## config.mk

```make
export PLATFORM = sky130hd
export DESIGN_NAME = ref_select_prescale_divider_ctrl
export DESIGN_NICKNAME = d
export VERILOG_FILES = /design/src/clkgen_pkg.sv /design/src/cfg_store.sv /design/src/ref_select_prescale_divider_ctrl.sv
export VERILOG_INCLUDE_DIRS = /design/src
export SDC_FILE = /design/constraint.sdc
export NUM_CORES = 1
export LEC_CHECK = 0
export CORE_MARGIN = 5
export CORE_UTILIZATION = 57
export CTS_CLUSTER_DIAMETER = 200
export DETAILED_ROUTE_END_ITERATION = 7
export DONT_BUFFER_PORTS = 1
export GPL_TIMING_DRIVEN = 0
export MAX_ROUTING_LAYER = met4
export PLACE_DENSITY = 0.75
export SLEW_MARGIN = 10
export SYNTH_ARGS = -nofsm -noshare
export SYNTH_HDL_FRONTEND = slang
export SYNTH_SLANG_ARGS = --single-unit
```

## constraint.sdc

```tcl
create_clock -name clk -period 2.6 [get_ports clk]
set_input_delay 0.52 -clock clk [delete_from_list [all_inputs] [get_ports clk]]
set_output_delay 0.52 -clock clk [all_outputs]
set_load 0.02 [all_outputs]
```

## src/clkgen_regs.svh

```systemverilog
// constants of the clock generation control block
// assumes inclusion by its bare name from the package, the main module, the checker and the bench
`ifndef CLKGEN_REGS_SVH
`define CLKGEN_REGS_SVH
// ------------------------------------------------------------
// mode word field positions
// ------------------------------------------------------------
`define MODE_REF_SRC_BIT 0
`define MODE_DIV_BYPASS_BIT 1
`define MODE_PRE_BYPASS_BIT 2
`define MODE_PRE_RATIO_BIT 3
`define MODE_PIN_FUNC_BIT 4
`define MODE_TAP_DIS_BIT 5
`define CFG_WORD_W 9
// ------------------------------------------------------------
// configuration store addresses and reset values
// ------------------------------------------------------------
`define CFG_ADDR_MODE 1'h0
`define CFG_ADDR_DIV 1'h1
`define MODE_RESET 9'h000
`define DIV_RESET 9'h000
`define DIVISOR_OFFSET 10'h002
`define CMD_W 2
`endif

```

## src/clkgen_pkg.sv

```systemverilog
// types of the clock generation control block
// assumes clkgen_regs.svh is on the include path
`include "clkgen_regs.svh"
package clkgen_pkg;
  // decoded mode word
  typedef struct packed {
    logic tap_disable_bit;
    logic pin_function_bit;
    logic prescale_ratio;
    logic prescaler_bypass;
    logic divider_bypass;
    logic ref_source;
  } mode_s;
  // serial programming command
  typedef enum logic [`CMD_W-1:0] {
    CMD_NONE = 2'h0,
    CMD_LOAD_MODE = 2'h1,
    CMD_LOAD_DIV = 2'h2,
    CMD_WRITE = 2'h3
  } cmd_e;
  // power-down sequencer states, one-hot
  typedef enum logic [3:0] {
    PD_RUN = 4'h1,
    PD_GATE_MAIN = 4'h2,
    PD_GATE_TAP = 4'h4,
    PD_OFF = 4'h8
  } pd_state_e;
endpackage

```

## src/cfg_store.sv

```systemverilog
// nonvolatile configuration store, two 9-bit words
// assumes the main module writes it only in programming mode
`timescale 1ns/100ps
`default_nettype none
module cfg_store #(
  parameter int WIDTH = 9
) (
  input wire logic clk,
  input wire logic wr_en,
  input wire logic wr_addr,
  input wire logic [WIDTH-1:0] wr_data,
  input wire logic rd_addr,
  output logic [WIDTH-1:0] rd_data
);
  logic [WIDTH-1:0] mem_r [0:1];
  // no reset: contents survive power cycles
  always_ff @(posedge clk) begin
    if (wr_en) begin
      mem_r[wr_addr] <= wr_data;
    end
    rd_data <= mem_r[rd_addr];
  end
endmodule
`default_nettype wire

```

## src/ref_select_prescale_divider_ctrl.sv

```systemverilog
// clock generation control: reference select, prescaler, divider,
// synchronous output gating, power-down sequencing, mode word decode
// assumes clk is the master reference; ref clocks and pins arrive async
// Function
// gate high lets main output toggle freely
// gate low holds output low, no short pulse; code keeps it high if gated before the last high count, divisor 4 or more
// gated off keeps oscillator, resets divider
// gated off still drives tap if enabled
// first transition one to two prescaled periods
// pin low powers down in sequence; code stalls in PD_GATE_MAIN when the output is left high, divisor 4 or more
// after power-down both outputs float
// pin function clear lets pin select reference
// tap follows reference mux, ignores gate
// tap disable bit keeps tap off
// settings apply only at operating power-up
// config is mode word plus divider word
// programmer writes top three bits zero
// source bit selects external when one
// divider bypass routes master to output
// bypass with internal also skips prescaler
// prescaler bypass bit skips prescaler
// ratio bit zero four, one two
// external reference skips the prescaler
// programming mode loads words serially
// divisor is code plus two
// power-down resets divider, floats when low
// async inputs pass two flip-flops
`timescale 1ns/100ps
`default_nettype none
`include "clkgen_regs.svh"
module ref_select_prescale_divider_ctrl #(
  parameter int CFG_W = `CFG_WORD_W,
  parameter int SYNC_STAGES = 2
) (
  input wire logic clk,
  input wire logic rst_n,
  input wire logic internal_osc,
  input wire logic ext_ref_pin,
  input wire logic output_gate_pin,
  input wire logic powerdown_or_refsel_pin,
  input wire logic program_mode,
  input wire logic prog_data_in,
  input wire logic prog_strobe,
  input wire logic [`CMD_W-1:0] prog_cmd,
  output logic main_out,
  output logic main_out_oe,
  output logic reference_tap_pin,
  output logic reference_tap_oe,
  output logic osc_enable
);
  // ------------------------------------------------------------
  // elaboration checks
  // ------------------------------------------------------------
  // the field positions and the divisor offset assume 9-bit words
  if (CFG_W != 9) begin : g_bad_width
    $error("configuration words must be 9 bits");
  end
  if (SYNC_STAGES < 2) begin : g_bad_sync
    $error("at least two synchroniser stages needed");
  end

  // ------------------------------------------------------------
  // input synchronisers
  // ------------------------------------------------------------
  // reference clocks are sampled here too, so the block sees them only as
  // levels; every later edge detect works on the synced copies
  localparam int NSYNC = 7;
  logic [NSYNC-1:0] async_in;
  logic [NSYNC-1:0] sync_out;
  assign async_in = {prog_strobe, prog_data_in, program_mode, ext_ref_pin,
                     internal_osc, powerdown_or_refsel_pin, output_gate_pin};
  // each async input passes a chain of flops
  // chains clear low; no output acts on them until the words are loaded
  genvar gi;
  for (gi = 0; gi < NSYNC; gi++) begin : g_sync
    logic [SYNC_STAGES-1:0] chain_r;
    always_ff @(posedge clk) begin
      if (!rst_n) begin
        chain_r <= '0;
      end else begin
        chain_r <= {chain_r[SYNC_STAGES-2:0], async_in[gi]};
      end
    end
    assign sync_out[gi] = chain_r[SYNC_STAGES-1];
  end
  // synchronised inputs by name
  logic gate_s, pdsel_s, int_s, ext_s, prog_s, pdata_s, pstb_s;
  assign gate_s = sync_out[0];
  assign pdsel_s = sync_out[1];
  assign int_s = sync_out[2];
  assign ext_s = sync_out[3];
  assign prog_s = sync_out[4];
  assign pdata_s = sync_out[5];
  assign pstb_s = sync_out[6];

  // ------------------------------------------------------------
  // serial programming and configuration store
  // ------------------------------------------------------------
  logic pstb_d_r;
  logic [CFG_W-1:0] shift_r;
  logic [CFG_W-1:0] mode_stage_r;
  logic [CFG_W-1:0] div_stage_r;
  logic [1:0] wr_phase_r;
  logic pstb_rise;
  clkgen_pkg::cmd_e cmd_w;
  assign pstb_rise = pstb_s && !pstb_d_r;
  assign cmd_w = clkgen_pkg::cmd_e'(prog_cmd);
  // the command lines are on this clock and are read only at the synced
  // strobe rise, so they must hold while the strobe is high
  // shift serial bits in msb first on each strobe with no command
  always_ff @(posedge clk) begin
    if (!rst_n) begin
      pstb_d_r <= 1'b0;
      shift_r <= '0;
      mode_stage_r <= `MODE_RESET;
      div_stage_r <= `DIV_RESET;
    end else begin
      pstb_d_r <= pstb_s;
      if (prog_s && pstb_rise) begin
        unique case (cmd_w)
          clkgen_pkg::CMD_NONE: shift_r <= {shift_r[CFG_W-2:0], pdata_s};
          clkgen_pkg::CMD_LOAD_MODE: mode_stage_r <= {3'h0, shift_r[5:0]};
          clkgen_pkg::CMD_LOAD_DIV: div_stage_r <= shift_r;
          clkgen_pkg::CMD_WRITE: ;
        endcase
      end
    end
  end
  // write command commits both words, one per cycle
  logic do_write;
  assign do_write = prog_s && pstb_rise && (cmd_w == clkgen_pkg::CMD_WRITE);
  always_ff @(posedge clk) begin
    if (!rst_n) begin
      wr_phase_r <= 2'h0;
    end else if (do_write) begin
      wr_phase_r <= 2'h1;
    end else if (wr_phase_r == 2'h1) begin
      wr_phase_r <= 2'h2;
    end else begin
      wr_phase_r <= 2'h0;
    end
  end
  logic st_wr_en, st_wr_addr, st_rd_addr;
  logic [CFG_W-1:0] st_wr_data, st_rd_data;
  // store write port: mode word in phase one, divider word in phase two
  assign st_wr_en = (wr_phase_r != 2'h0);
  assign st_wr_addr = (wr_phase_r == 2'h1) ? `CFG_ADDR_MODE : `CFG_ADDR_DIV;
  assign st_wr_data = (wr_phase_r == 2'h1) ? mode_stage_r : div_stage_r;
  cfg_store #(.WIDTH(CFG_W)) u_store (
    .clk(clk),
    .wr_en(st_wr_en),
    .wr_addr(st_wr_addr),
    .wr_data(st_wr_data),
    .rd_addr(st_rd_addr),
    .rd_data(st_rd_data)
  );

  // ------------------------------------------------------------
  // power-up load of working registers
  // ------------------------------------------------------------
  logic [2:0] load_step_r;
  logic loaded_r;
  logic [CFG_W-1:0] mode_select_word_r;
  logic [CFG_W-1:0] divisor_word_r;
  // read data lag the address by one cycle: step one sees the mode word,
  // step two the divider word
  assign st_rd_addr = load_step_r[0] ? `CFG_ADDR_DIV : `CFG_ADDR_MODE;
  // words are latched once after reset, never on the fly
  always_ff @(posedge clk) begin
    if (!rst_n) begin
      load_step_r <= 3'h0;
      loaded_r <= 1'b0;
      mode_select_word_r <= `MODE_RESET;
      divisor_word_r <= `DIV_RESET;
    end else if (!loaded_r && !prog_s) begin
      load_step_r <= load_step_r + 3'h1;
      if (load_step_r == 3'h1) begin
        mode_select_word_r <= st_rd_data;
      end
      if (load_step_r == 3'h2) begin
        divisor_word_r <= st_rd_data;
        loaded_r <= 1'b1;
      end
    end
  end
  clkgen_pkg::mode_s mode;
  assign mode = '{
    tap_disable_bit: mode_select_word_r[`MODE_TAP_DIS_BIT],
    pin_function_bit: mode_select_word_r[`MODE_PIN_FUNC_BIT],
    prescale_ratio: mode_select_word_r[`MODE_PRE_RATIO_BIT],
    prescaler_bypass: mode_select_word_r[`MODE_PRE_BYPASS_BIT],
    divider_bypass: mode_select_word_r[`MODE_DIV_BYPASS_BIT],
    ref_source: mode_select_word_r[`MODE_REF_SRC_BIT]
  };
  logic running;
  assign running = loaded_r && !prog_s;

  // ------------------------------------------------------------
  // reference select and prescaler
  // ------------------------------------------------------------
  logic use_ext, pd_request;
  assign use_ext = mode.pin_function_bit ? mode.ref_source : !pdsel_s;
  assign pd_request = mode.pin_function_bit && !pdsel_s;
  logic ref_clk, ref_d_r, ref_rise;
  // the selected reference feeds both the prescaler and the tap
  assign ref_clk = use_ext ? ext_s : int_s;
  always_ff @(posedge clk) begin
    if (!rst_n) begin
      ref_d_r <= 1'b0;
    end else begin
      ref_d_r <= ref_clk;
    end
  end
  assign ref_rise = ref_clk && !ref_d_r;
  // prescaler only on the internal path without divider bypass
  logic pre_active;
  logic [1:0] pre_cnt_r;
  logic [1:0] pre_last;
  assign pre_active = !use_ext && !mode.divider_bypass && !mode.prescaler_bypass;
  assign pre_last = mode.prescale_ratio ? 2'h1 : 2'h3;
  // the count wraps at or above the last value, so it can never stick
  // beyond the ratio in use
  always_ff @(posedge clk) begin
    if (!rst_n) begin
      pre_cnt_r <= 2'h0;
    end else if (ref_rise) begin
      pre_cnt_r <= (pre_cnt_r >= pre_last) ? 2'h0 : pre_cnt_r + 2'h1;
    end
  end
  logic mclk_tick;
  assign mclk_tick = ref_rise && (!pre_active || pre_cnt_r >= pre_last);

  // ------------------------------------------------------------
  // power-down sequencer
  // ------------------------------------------------------------
  clkgen_pkg::pd_state_e pd_r, pd_nxt;
  logic main_gate_off;
  logic en_r;
  assign main_gate_off = !gate_s || (pd_r != clkgen_pkg::PD_RUN);
  // one-hot state decodes shared by the output drivers
  function automatic logic main_released(input clkgen_pkg::pd_state_e s);
    return (s == clkgen_pkg::PD_GATE_TAP) || (s == clkgen_pkg::PD_OFF);
  endfunction
  function automatic logic tap_following(input clkgen_pkg::pd_state_e s);
    return (s == clkgen_pkg::PD_RUN) || (s == clkgen_pkg::PD_GATE_MAIN);
  endfunction
  // the main output is released only once its counter is held and the
  // line is low; with the gate still open a late master tick could start
  // one more pulse after the drive enable had dropped
  always_comb begin
    pd_nxt = pd_r;
    unique case (pd_r)
      clkgen_pkg::PD_RUN: if (pd_request && running) pd_nxt = clkgen_pkg::PD_GATE_MAIN;
      clkgen_pkg::PD_GATE_MAIN: if (!main_out && !en_r) pd_nxt = clkgen_pkg::PD_GATE_TAP;
      clkgen_pkg::PD_GATE_TAP: if (!reference_tap_pin) pd_nxt = clkgen_pkg::PD_OFF;
      clkgen_pkg::PD_OFF: if (!pd_request) pd_nxt = clkgen_pkg::PD_RUN;
      default: pd_nxt = clkgen_pkg::PD_RUN;
    endcase
  end
  // sequencer returns to run only from off, once the pin is released
  always_ff @(posedge clk) begin
    if (!rst_n) begin
      pd_r <= clkgen_pkg::PD_RUN;
    end else begin
      pd_r <= pd_nxt;
    end
  end

  // ------------------------------------------------------------
  // programmable divider and synchronous gate
  // ------------------------------------------------------------
  localparam int DCW = CFG_W + 1;
  logic [DCW-1:0] divisor;
  logic [DCW-1:0] div_cnt_r;
  logic [DCW-1:0] half_div;
  assign divisor = {1'b0, divisor_word_r} + `DIVISOR_OFFSET;
  // high for the lower half of the count; an odd divisor gives its
  // extra tick to the low phase
  assign half_div = divisor >> 1;
  // gate sampled on master clock ticks, so it only changes on a tick
  always_ff @(posedge clk) begin
    if (!rst_n) begin
      en_r <= 1'b0;
    end else if (mclk_tick) begin
      en_r <= !main_gate_off && running;
    end
  end
  // counter held in reset while gated, fixed phase on release
  always_ff @(posedge clk) begin
    if (!rst_n || !en_r) begin
      div_cnt_r <= '0;
    end else if (mclk_tick) begin
      div_cnt_r <= (div_cnt_r >= divisor - 10'h001) ? '0 : div_cnt_r + 10'h001;
    end
  end
  logic div_level, bypass_level, main_level;
  assign div_level = (div_cnt_r < half_div);
  assign bypass_level = ref_clk;
  assign main_level = mode.divider_bypass ? bypass_level : div_level;
  // output goes low only at its own falling edge, rises only when enabled
  always_ff @(posedge clk) begin
    if (!rst_n) begin
      main_out <= 1'b0;
    end else if (!en_r) begin
      main_out <= main_out && main_level;
    end else begin
      main_out <= main_level;
    end
  end
  // main drive enable, dropped once the sequencer has released the line
  logic main_oe_nxt;
  assign main_oe_nxt = running && !main_released(pd_r);
  always_ff @(posedge clk) begin
    if (!rst_n) begin
      main_out_oe <= 1'b0;
    end else begin
      main_out_oe <= main_oe_nxt;
    end
  end

  // ------------------------------------------------------------
  // reference tap and oscillator enable
  // ------------------------------------------------------------
  logic tap_on;
  assign tap_on = running && !mode.tap_disable_bit;
  // tap ignores output gate; drops low cleanly during power-down
  always_ff @(posedge clk) begin
    if (!rst_n) begin
      reference_tap_pin <= 1'b0;
      reference_tap_oe <= 1'b0;
      osc_enable <= 1'b1;
    end else begin
      // past the main stage the tap may only fall, never start a pulse
      if (tap_following(pd_r)) begin
        reference_tap_pin <= tap_on && ref_clk;
      end else begin
        reference_tap_pin <= reference_tap_pin && ref_clk;
      end
      reference_tap_oe <= tap_on && (pd_r != clkgen_pkg::PD_OFF);
      osc_enable <= (pd_r != clkgen_pkg::PD_OFF);
    end
  end
endmodule
`default_nettype wire

```

==> results of run 1 <==
## timing repair
action	CTS	global route
pin swaps	7	3
resized for setup	19	3
setup endpoints to repair	10	10
buffers inserted	4	0
## worst max-delay path, delay by kind of cell, from the launching register on
kind / cells / cell delay [ps]
compound gates: 6 / 1270
fa+ha+maj: 2 / 460
flops: 1 / 390
xor+xnor: 1 / 210
buf+inv: 1 / 170
simple gates: 1 / 130
## cell families (layout without fill, tap and decap cells)
group | after synthesis | after routing
XOR/XNOR | 15 | 15
AO/OA/AOI/OAI | 85 | 85
buffers and inverters | 38 | 56
multiplexers | 40 | 40
flip-flops | 110 | 110
AND/OR/NAND/NOR | 195 | 195
adder cells (fa/ha/maj) | 23 | 23
## layer usage
layer	global-route usage, %	routed length (µm)	vias to the layer above
met4	5.46	130	0
met2	32.6	4880	55
met5	-	0	-
met1	20.1	3990	1715
met3	3.97	314	16
li1	-	-	1830
## flip-flops by register name (all words and copies together) (netlist names), 3 cells and up
name,flops
pd_r,4
div_cnt_r,10
divisor_word_r,9
u_store.rd_data,9
u_store.mem_r,18
mode_stage_r,6
mode_select_word_r,6
div_stage_r,9
shift_r,9
g_sync.chain_r,14
load_step_r,3
## placed cells by master (no fill, tap or decap), types with 4 or more instances in the layout
cell,Yosys,layout
a21boi_0,12,12
a21oi_1,12,12
a221oi_2,5,8
and2_1,24,24
and3_1,7,7
buf_4,0,4
clkbuf_1,23,20
clkbuf_8,0,11
dfxtp_1,92,88
edfxtp_1,18,18
ha_1,23,21
inv_1,10,10
mux2_2,9,9
mux2i_1,31,31
nand2_1,64,64
nand2b_1,4,4
nand3_1,15,14
nand4_1,5,5
nor2_1,15,14
nor2b_1,32,32
nor3_1,5,5
o21ai_0,9,9
o21ai_1,4,4
o31ai_1,9,9
or4_1,4,4
or4_4,4,4
xnor2_1,11,9
xor2_1,4,4
## where the power goes
part,switching [W],internal (W),total (W)
Combinational,0.000460,0.000399,0.000859
Sequential,0.000129,0.00186,0.00198
Clock,0.000583,0.000493,0.00108
## through the flow
step                setup TNS (ps)  hold WS (ps)
floorplan                        0           405
global placement             -2100           415
detailed placement           -3200           419
CTS                           -844           260
global route                 -2580           240
finish                        -978           273
## layout make-up
type	count	area share, %
buffer	25	2.23
clock buffer	11	2.54
timing repair buffer	4	0.540
tap	108	2.43
clock inverter	5	1.26
inverter	11	0.742
multi-input combinational	358	47.3
sequential	110	43.0
## worst paths after layout
| check | start | end | slack, ps | cells after the start |
|---|---|---|---|---|
| worst min-delay path | ext_ref_pin | g_sync[3].chain_r[0] | 270 | 1 |
| worst min register to register | g_sync[0].chain_r[0] | g_sync[0].chain_r[1] | 440 | 1 |
| worst max-delay path | divisor_word_r[1] | div_cnt_r[9] | -110 | 11 |
| worst max register to register | divisor_word_r[1] | div_cnt_r[9] | -110 | 11 |
==> results.md, run 1 <==
- Max-slew violations: 0
- Layout area overhead: 9.80%
- Syn avg cell area: ~10 µm²
- Multi-input gate area: between 0.002 and 0.003 mm²
- Reg area: approximately 0.0024 mm²
- Status: complete, but fails checks
- Cell taking the most area after synthesis: dfxtp_1
- Maximum Capacitance Violations: 0
- FP Rows: 34
- Fin Clk Skew: 17.8 ps
- Hold WC Path Type: input port to flip-flop
- Vias post-DR: 3616
- Fin worst setup slack: -114 ps
- Final Hold Vio Count: 0
- CTS Sinks: 110
- GP Congestion: between 0.8 and 0.9
- Flip-flop and latch count after synthesis: between 100 and 150
- Worst-path cell chain: ha_4 > a211oi_2 > a2bb2oi_1 > o32ai_2 > nand3_1 > xnor2_1 > ha_1 > a211o_1 > a221o_1 > buf_6 > a221oi_1
- Setup Crit Path Kind: flip-flop to flip-flop
- Gr ovfl total: 0
- Core area: 0.00868 mm²
- Failing checks: negative setup slack
- Post-Synth Simple-Gate Area: 21.1%
- Layout cells sized above 1: a little under an eighth
- # DRC: 0
- YS warnings: 0
- Die height: roughly 100 µm
- Cell Area, Placed: about 0.0052 mm²
- Post-DRT Antenna Nets: 0
- Critical path's largest stage delay: 390 ps
- Synth Net Count: 540
- Slowest CP cell: dfxtp_4
- Initial Util: roughly 58%
- CP max FO: 10
- Slew margin rel.: 58.9%
- Most common cell in the synthesized netlist: dfxtp_1
- Die width: 104 µm
- Post-synthesis xor/xnor area fraction: under 10%
- Avg WL per Cell: between 10 and 15 µm
- VDD IR-drop max: around 0.00035 V
- Final net count: 553
- Fmax: roughly 0.37 GHz
- P_leak: slightly below 2 nW
- Top cell types by occurrence after synthesis: dfxtp_1 (92), nand2_1 (64), nor2b_1 (32)
- Largest family of logic cells by synthesized area: simple AND/OR/NAND/NOR gates
- Worst Path Required: around 2900 ps
- Utilization after layout: 64.1%
- Total wire length: slightly above 9000 µm
- Top Ports: 16
- Clk_lat worst skew: ~370 ps
- Cell Count, Final, Fillers Out: around 630
- Adder-Cell Fraction of Synth Area: approximately 5.7%
- Yosys cell types: just under 60
- Unrepaired setup endpoints after global routing: true
- Antenna violations before repair: 0
- Mapped cell area: 0.00507 mm²
- CTS max path bufs: 2
- Final Setup Violations: 10
- Final period utilization: 104%
- Post-synth EDFFs: 18
- Synth top area share: between 30% and 40%
- Largest net degree at the start of global routing: 20
- Root Buffer: clkbuf_8
- Diode count: 0
- Die area: ~0.011 mm²
- Synth Instances: 506
- CP Capture Type: flip-flop
- CTS tree: done
- PD cells: about 700 mW/mm²
- Drt pass-1 iters: 4
- First DRT Iteration DRCs: ~120
- Worst EP arrival: ~3000 ps
- Largest cells by area after synthesis: dfxtp_1 (36%), edfxtp_1 (11%), mux2i_1 (6.1%), ha_1 (5.7%), nand2_1 (4.7%)
- Crit start category: flip-flop
- Placed Cells: between 600 and 700
- Multiplexer area fraction after synthesis: 8.12%
- Hpwl dp: around 7000 µm
- Post-route minimum period: 2710 ps
- Hold buffer count at cts: 0
- Gr usage total: around 18%
- Vias per cell: 5.72
- Port Buffers: 0
- Total Power: about 0.0039 W
- Async SR Flop Fraction: 0%
- Dpl ws: -351 ps
- Fillers: approximately 710
- Compound-Gate Fraction of Synth Area: roughly an eighth
- Vias in the first global route: between 3000 and 4000
- Slew @ Worst Pin: 616 ps
- Global-route wire length before repair: approximately 16000 µm
- TritonCTS Buffers: 9
- Register area share after synthesis: a little under half
- Main synth FF type: dfxtp_1
- Worst-path clk slew: 110 ps
- Design area: 0.00556 mm²
- Max H-tree Level: 3
No activity file was read; power rests on OpenSTA's default activity.
==> inputs of run 2 (changes only) <==
Settings changed: GPL_TIMING_DRIVEN 0 to not set, RECOVER_POWER set to 100.
==> run 2 against run 1 <==
The flow still finishes with violations (negative setup slack). First-iteration DRC count is 44% higher. Clock skew decreased by 3.8 ps. Non-clock buffer count decreased by 1. Sequential share of layout area is 0.65 points lower. Final area up 1.6%. Core utilization grew 1.1 points. Via count down 0.17%. Fmax rose by 1.4%. Clock power about the same.
==> results.md, run 2 (synthesis gave the netlist of run 1 again) <==
- Commonest non-fill, non-tap cell in the layout: dfxtp_1 (unchanged)
- Utilization after layout: 65.2% (was 64.1%)
- Die width: 104 µm (unchanged)
- Layout area overhead: 11.6% (was 9.80%)
- Slew margin rel.: 16.4% (was 58.9%)
- Worst EP arrival: 2960 ps (was 3000 ps)
- Final net count: 552 (was 553)
- Design area: 0.00566 mm² (was 0.00556 mm²)
- Placed Cells: 613 (was 614)
- Hold WC Path Type: input port to flip-flop (unchanged)
- Hold buffer count at cts: 0 (unchanged)
- Gr busiest metal: met2 (unchanged)
- Post-route minimum period: 2680 ps (was 2710 ps)
- Biggest register: u_store.mem_r (unchanged)
- FP Rows: 34 (unchanged)
- Avg WL per Cell: 15.0 µm (was 14.7 µm)
- Root Buffer: clkbuf_8 (unchanged)
- Maximum Capacitance Violations: 0 (unchanged)
- Total wire length: 9470 µm (was 9320 µm)
- CP Capture Type: flip-flop (unchanged)
- Max-slew violations: 0 (unchanged)
- P_leak: 2.04 nW (was 1.99 nW)
- PD cells: 702 mW/mm² (was 705 mW/mm²)
- Final Hold Vio Count: 0 (unchanged)
- Post-DRT Antenna Nets: 0 (unchanged)
- CP max FO: 6 (was 10)
- Vias in the first global route: 3566 (was 3473)
- Worst Path Required: 2880 ps (about the same)
- Total Power: 0.00397 W (was 0.00392 W)
- Clk_lat worst skew: 380 ps (was 370 ps)
- Vias post-DR: 3610 (was 3616)
- Gr ovfl total: 0 (unchanged)
- Top Ports: 16 (unchanged)
- Gr usage total: 18.6% (was 18.2%)
- Unrepaired setup endpoints after global routing: true (unchanged)
- Max reg flops: 18 (unchanged)
- Largest regs: u_store.mem_r x18, g_sync.chain_r x14, div_cnt_r x10 (unchanged)
- Die area: 0.0109 mm² (unchanged)
- # DRC: 0 (unchanged)
- Drt pass-1 iters: 4 (unchanged)
- Crit start category: flip-flop (unchanged)
- TritonCTS Buffers: 9 (unchanged)
- Cell Count, Final, Fillers Out: 631 (was 632)
- Fin Clk Skew: 14.0 ps (was 17.8 ps)
- Worst-path clk slew: 120 ps (was 110 ps)
- Initial Util: 58.4% (unchanged)
- Layout cells sized above 1: 15.7% (was 11.8%)
- Port Buffers: 0 (unchanged)
- First DRT Iteration DRCs: 166 (was 115)
- Diode count: 0 (unchanged)
- GP Congestion: 0.925 (was 0.865)
- Hold Slack: 211 ps (was 273 ps)
- Global-route wire length before repair: 16600 µm (was 16100 µm)
- Vias per cell: 5.72 (about the same)
- Final Setup Violations: 10 (unchanged)
- Largest net degree at the start of global routing: 73 (was 20)
- Failing checks: negative setup slack (unchanged)
- Status: complete, but fails checks (unchanged)
- Core area: 0.00868 mm² (unchanged)
- Grt met3 use: 4.22% (was 3.97%)
- Commonest cells after routing, fill and taps aside: dfxtp_1 (88), nand2_1 (64), nor2b_1 (32), mux2i_1 (31), buf_4 (24) (was dfxtp_1 (88), nand2_1 (64), nor2b_1 (32), mux2i_1 (31), and2_1 (24))
- Hpwl dp: 6570 µm (was 7010 µm)
- M2 GR Usage: 30.6% (was 32.6%)
- Fin worst setup slack: -75.2 ps (was -114 ps)
- Final period utilization: 103% (was 104%)
- Met1 Track Usage GR: 22.4% (was 20.1%)
- Cell Area, Placed: 0.00530 mm² (was 0.00522 mm²)
- VDD IR-drop max: 0.000402 V (was 0.000355 V)
- Die height: 104 µm (unchanged)
- Antenna violations before repair: 0 (unchanged)
- Max H-tree Level: 3 (unchanged)
- Slew @ Worst Pin: 1240 ps (was 616 ps)
- Fmax: 0.374 GHz (was 0.369 GHz)
- Setup Crit Path Kind: flip-flop to flip-flop (unchanged)
- CTS Sinks: 110 (unchanged)
- CTS tree: done (unchanged)
- CTS max path bufs: 2 (unchanged)
run 2: worst max-delay path, stage by stage, from the launching register on:
cell,delay [ps]
dfxtp_4,390
ha_4,200
a211oi_2,200
a2bb2oi_2,80
o32ai_2,140
nand3_2,140
xnor2_2,160
ha_1,310
a211o_1,260
a221o_1,310
buf_6,160
a221oi_2,240
run 2: power by group:
group | internal [W] | switching (W) | total (W) | leakage [nW]
registers | 0.00186 | 0.000143 | 0.00200 | 0.909
clock network | 0.000401 | 0.000669 | 0.00107 | 0.109
logic | 0.000439 | 0.000461 | 0.000900 | 1.03
total | 0.00270 | 0.00127 | 0.00397 | 2.04
run 2: repair_timing:
item                       CTS  global route
setup endpoints to repair   10            10
gates cloned                 1             0
buffers inserted             1             0
pin swaps                   17             4
gates resized for setup     25             4
run 2: area by class of cell:
cell class / count / area [µm²]
fillers: 701 / 3020
multi-input cells: 358 / 2650
flip-flops and latches: 110 / 2390
repair buffers: 28 / 210
well taps: 108 / 135
clock buffers: 9 / 124
clock inverters: 7 / 96.3
inverters: 11 / 41.3
run 2: per-layer routing:
| layer | routed length, µm | part of all wire [%] | vias to the layer above |
|---|---|---|---|
| li1 | - | - | 1829 |
| met1 | 4180 | 44 | 1723 |
| met2 | 4810 | 51 | 44 |
| met3 | 311 | 3.3 | 14 |
| met4 | 161 | 1.7 | 0 |
| met5 | 0 | 0 | - |
run 2: path summary, 6_finish.rpt:
path | depth (start not counted) | from | slack, ps | to
setup / recovery | 11 | divisor_word_r[2] | -80 | div_cnt_r[9]
hold / removal | 1 | prog_cmd[1] | 210 | wr_phase_r[1]
setup reg to reg | 11 | divisor_word_r[2] | -80 | div_cnt_r[9]
hold reg to reg | 1 | g_sync[4].chain_r[0] | 450 | g_sync[4].chain_r[1]
run 2: metrics by stage:
| stage | setup WS (ps) | setup TNS, ps |
|---|---|---|
| after detailed placement | -156 | -1130 |
| after global routing | -229 | -1950 |
| after global placement | -59.2 | -427 |
| after CTS | -30.7 | -109 |
| final | -75.2 | -526 |
| after floorplan | 18.3 | 0 |
==> inputs of run 3 (changes only) <==
Settings changed: ABC_AREA set to 1, SLEW_MARGIN 10 to 20.
==> run 3 against run 2 <==
The run still ends with negative setup slack left. Register-to-register slack improved by 20 ps. First-iteration DRC count fell by 5.4%. Die area fell by 2.1%. Critical endpoint is now div_cnt_r[7]. Largest cell class is now sequential cells. Largest power group unchanged. Highest routed layer unchanged. Worst setup slack improved by 23 ps.
==> results.md, run 3 <==
- Status: complete, but fails checks (unchanged)
- Root Buffer: clkbuf_8 (unchanged)
- First DRT Iteration DRCs: 157 (was 166)
- Most common cell in the synthesized netlist: nand2_1 (was dfxtp_1)
- CTS tree: done (unchanged)
- # DRC: 0 (unchanged)
- Mapped cell area: 0.00495 mm² (was 0.00507 mm²)
- Fin worst setup slack: -51.8 ps (was -75.2 ps)
- Die area: 0.0106 mm² (was 0.0109 mm²)
- Hpwl dp: 6700 µm (was 6570 µm)
- CP max FO: 4 (was 6)
- Max H-tree Level: 3 (unchanged)
- Worst EP arrival: 2960 ps (about the same)
- Post-synth EDFFs: 18 (unchanged)
- Total Power: 0.00412 W (was 0.00397 W)
- Total wire length: 9370 µm (was 9470 µm)
- Diode count: 0 (unchanged)
- Register area share after synthesis: 48.1% (was 47.0%)
- Synth Instances: 636 (was 506)
- Core area: 0.00859 mm² (was 0.00868 mm²)
- Biggest register: u_store.mem_r (unchanged)
- TritonCTS Buffers: 9 (unchanged)
- YS warnings: 0 (unchanged)
- Vias per cell: 5.14 (was 5.72)
- Final net count: 677 (was 552)
- Global-route wire length before repair: 15800 µm (was 16600 µm)
- PD cells: 765 mW/mm² (was 702 mW/mm²)
- Hold WC Path Type: input port to flip-flop (unchanged)
- Slew margin rel.: 41.9% (was 16.4%)
- Port Buffers: 0 (unchanged)
- Top Ports: 16 (unchanged)
- Cell Count, Final, Fillers Out: 756 (was 631)
- Slew @ Worst Pin: 864 ps (was 1240 ps)
- Async SR Flop Fraction: 0% (unchanged)
- Worst-path clk slew: 110 ps (was 120 ps)
- Post-synthesis xor/xnor area fraction: 2.10% (was 2.59%)
- Synth Net Count: 670 (was 540)
- Worst Path Required: 2910 ps (was 2880 ps)
- Flip-flop and latch count after synthesis: 110 (unchanged)
- Die width: 103 µm (was 104 µm)
- Layout area overhead: 8.90% (was 11.6%)
- Main synth FF type: dfxtp_1 (unchanged)
- Avg WL per Cell: 12.4 µm (was 15.0 µm)
- Clk_lat worst skew: 360 ps (was 380 ps)
- Adder-Cell Fraction of Synth Area: 5.81% (was 5.68%)
- VDD IR-drop max: 0.000437 V (was 0.000402 V)
- Initial Util: 57.6% (was 58.4%)
- Final period utilization: 102% (was 103%)
- Fmax: 0.377 GHz (was 0.374 GHz)
- Vias post-DR: 3885 (was 3610)
- Commonest cells after routing, fill and taps aside: nand2_1 (132), nor2_1 (89), dfxtp_1 (89), inv_1 (85), o21ai_0 (51) (was dfxtp_1 (88), nand2_1 (64), nor2b_1 (32), mux2i_1 (31), buf_4 (24))
- Compound-Gate Fraction of Synth Area: 10.1% (was 12.5%)
- CTS Sinks: 110 (unchanged)
- Crit start category: flip-flop (unchanged)
- Dpl ws: -89.2 ps (was -156 ps)
- CP Capture Type: flip-flop (unchanged)
- Gr ovfl total: 0 (unchanged)
- Multi-input gate area: 0.00225 mm² (was 0.00265 mm²)
- Worst-path cell chain: ha_4 > inv_4 > nand2_2 > nand2_2 > nand2_2 > nor2_2 > nand2_1 > nor2_2 > nand3b_1 > xor2_1 > inv_1 > ha_4 > nand2_4 > nor2_4 > o211ai_1 > nand3_1 > nor2_2 > nand3_1 > a21oi_2 (was ha_4 > a211oi_2 > a2bb2oi_2 > o32ai_2 > nand3_2 > xnor2_2 > ha_1 > a211o_1 > a221o_1 > buf_6 > a221oi_2)
- Setup Crit Path Kind: flip-flop to flip-flop (unchanged)
- Yosys cell types: 36 (was 59)
- Largest cells by area after synthesis: dfxtp_1 (37%), edfxtp_1 (11%), nand2_1 (10%), nor2_1 (6.9%), inv_1 (6.2%) (was dfxtp_1 (36%), edfxtp_1 (11%), mux2i_1 (6.1%), ha_1 (5.7%), nand2_1 (4.7%))
- Gr usage total: 19.1% (was 18.6%)
- Maximum Capacitance Violations: 0 (unchanged)
- Commonest non-fill, non-tap cell in the layout: nand2_1 (was dfxtp_1)
- Setup TNS: -77.7 ps (was -526 ps)
- GP Congestion: 0.906 (was 0.925)
- FP Rows: 34 (unchanged)
- WP buf/inv: 2 (was 1)
- Largest regs: u_store.mem_r x18, g_sync.chain_r x14, div_cnt_r x10 (unchanged)
- Post-DRT Antenna Nets: 0 (unchanged)
- Unrepaired setup endpoints after global routing: true (unchanged)
- Reg area: 0.00239 mm² (about the same)
- Die height: 103 µm (was 104 µm)
- Critical path's largest stage delay: 380 ps (was 390 ps)
- CTS max path bufs: 2 (unchanged)
- Final Hold Vio Count: 0 (unchanged)
- Largest family of logic cells by synthesized area: simple AND/OR/NAND/NOR gates (unchanged)
- Drt pass-1 iters: 5 (was 4)
- Fin Clk Skew: 13.8 ps (was 14.0 ps)
- Vias in the first global route: 3606 (was 3566)
- Hold buffer count at cts: 0 (unchanged)
- Post-Synth Simple-Gate Area: 25.5% (was 21.1%)
- Max reg flops: 18 (unchanged)
- Largest net degree at the start of global routing: 64 (was 73)
- Syn avg cell area: 7.78 µm² (was 10.0 µm²)
- P_leak: 2.42 nW (was 2.04 nW)
- Failing checks: negative setup slack (unchanged)
- Multiplexer area fraction after synthesis: 0% (was 8.12%)
- CP delay by family, top: simple AND/OR/NAND/NOR gates (was compound AO/OA/AOI/OAI gates)
- Top cell types by occurrence after synthesis: nand2_1 (135), dfxtp_1 (92), nor2_1 (91) (was dfxtp_1 (92), nand2_1 (64), nor2b_1 (32))
- Fillers: 743 (was 701)
- Worst R2R Setup Slack: -50 ps (was -80 ps)
- Cell taking the most area after synthesis: dfxtp_1 (unchanged)
- Layout cells sized above 1: 10.0% (was 15.7%)
- Final Setup Violations: 3 (was 10)
- Slowest CP cell: dfxtp_4 (unchanged)
- Antenna violations before repair: 0 (unchanged)
- Hold Slack: 238 ps (was 211 ps)
- Post-route minimum period: 2650 ps (was 2680 ps)
- Synth top area share: 37.2% (was 36.3%)
- Placed Cells: 736 (was 613)
- Max-slew violations: 0 (unchanged)
==> run 3: where the power goes <==
group / leakage (nW) / total [W] / switching [W] / internal [W]
Sequential: 0.928 / 0.00204 / 0.000139 / 0.00190
Clock: 0.0953 / 0.000969 / 0.000597 / 0.000372
Combinational: 1.39 / 0.00111 / 0.000699 / 0.000412
==> run 3: per-layer routing <==
metal	global-route usage [%]	vias up	part of all wire, %
met3	3.82	15	3.0
li1	-	2032	-
met4	6.27	0	1.8
met1	22.5	1774	44
met2	33.0	64	51
met5	-	-	0
==> run 3: final cells by class <==
class | count | share of cell area [%]
flip-flops and latches | 110 | 44.4
well taps | 108 | 2.51
clock inverters | 7 | 1.23
multi-input cells | 419 | 41.8
repair buffers | 12 | 1.46
clock buffers | 9 | 2.30
inverters | 91 | 6.38
==> run 3: final timing paths <==
kind / startpoint / end / depth (start not counted)
max reg2reg: divisor_word_r[2] / div_cnt_r[7] / 19
max: divisor_word_r[2] / div_cnt_r[7] / 19
min reg2reg: g_sync[4].chain_r[0] / g_sync[4].chain_r[1] / 2
min: rst_n / osc_enable / 1
==> run 3: repair_timing <==
item / 4_1_cts / 5_1_grt
gates resized for setup: 7 / 28
pin swaps: 1 / 19
setup buffers: 0 / 4
setup endpoints to repair: 10 / 10
hold endpoints to repair: 0 / 0
==> run 3: cell families after synthesis <==
logic type | count (synthesis)
simple gates | 292
flops | 110
buf+inv | 107
compound gates | 93
fa+ha+maj | 23
xor+xnor | 11
==> run 3: metrics by stage <==
stage                     area [µm²]  utilization, %
final                           5390            62.7
after global routing            5390            62.7
after CTS                       5300            61.7
after detailed placement        5070            59.1
after global placement          5070            59.1
after floorplan                 4950               -
==> run 3: worst register-to-register path, cell delays in order (launching register included) <==
cell	delay [ps]
dfxtp_4	380
ha_4	170
inv_4	60
nand2_2	60
nand2_2	110
nand2_2	70
nor2_2	150
nand2_1	80
nor2_2	140
nand3b_1	100
xor2_1	150
inv_1	90
ha_4	250
nand2_4	90
nor2_4	40
o211ai_1	110
nand3_1	150
nor2_2	150
nand3_1	110
a21oi_2	150
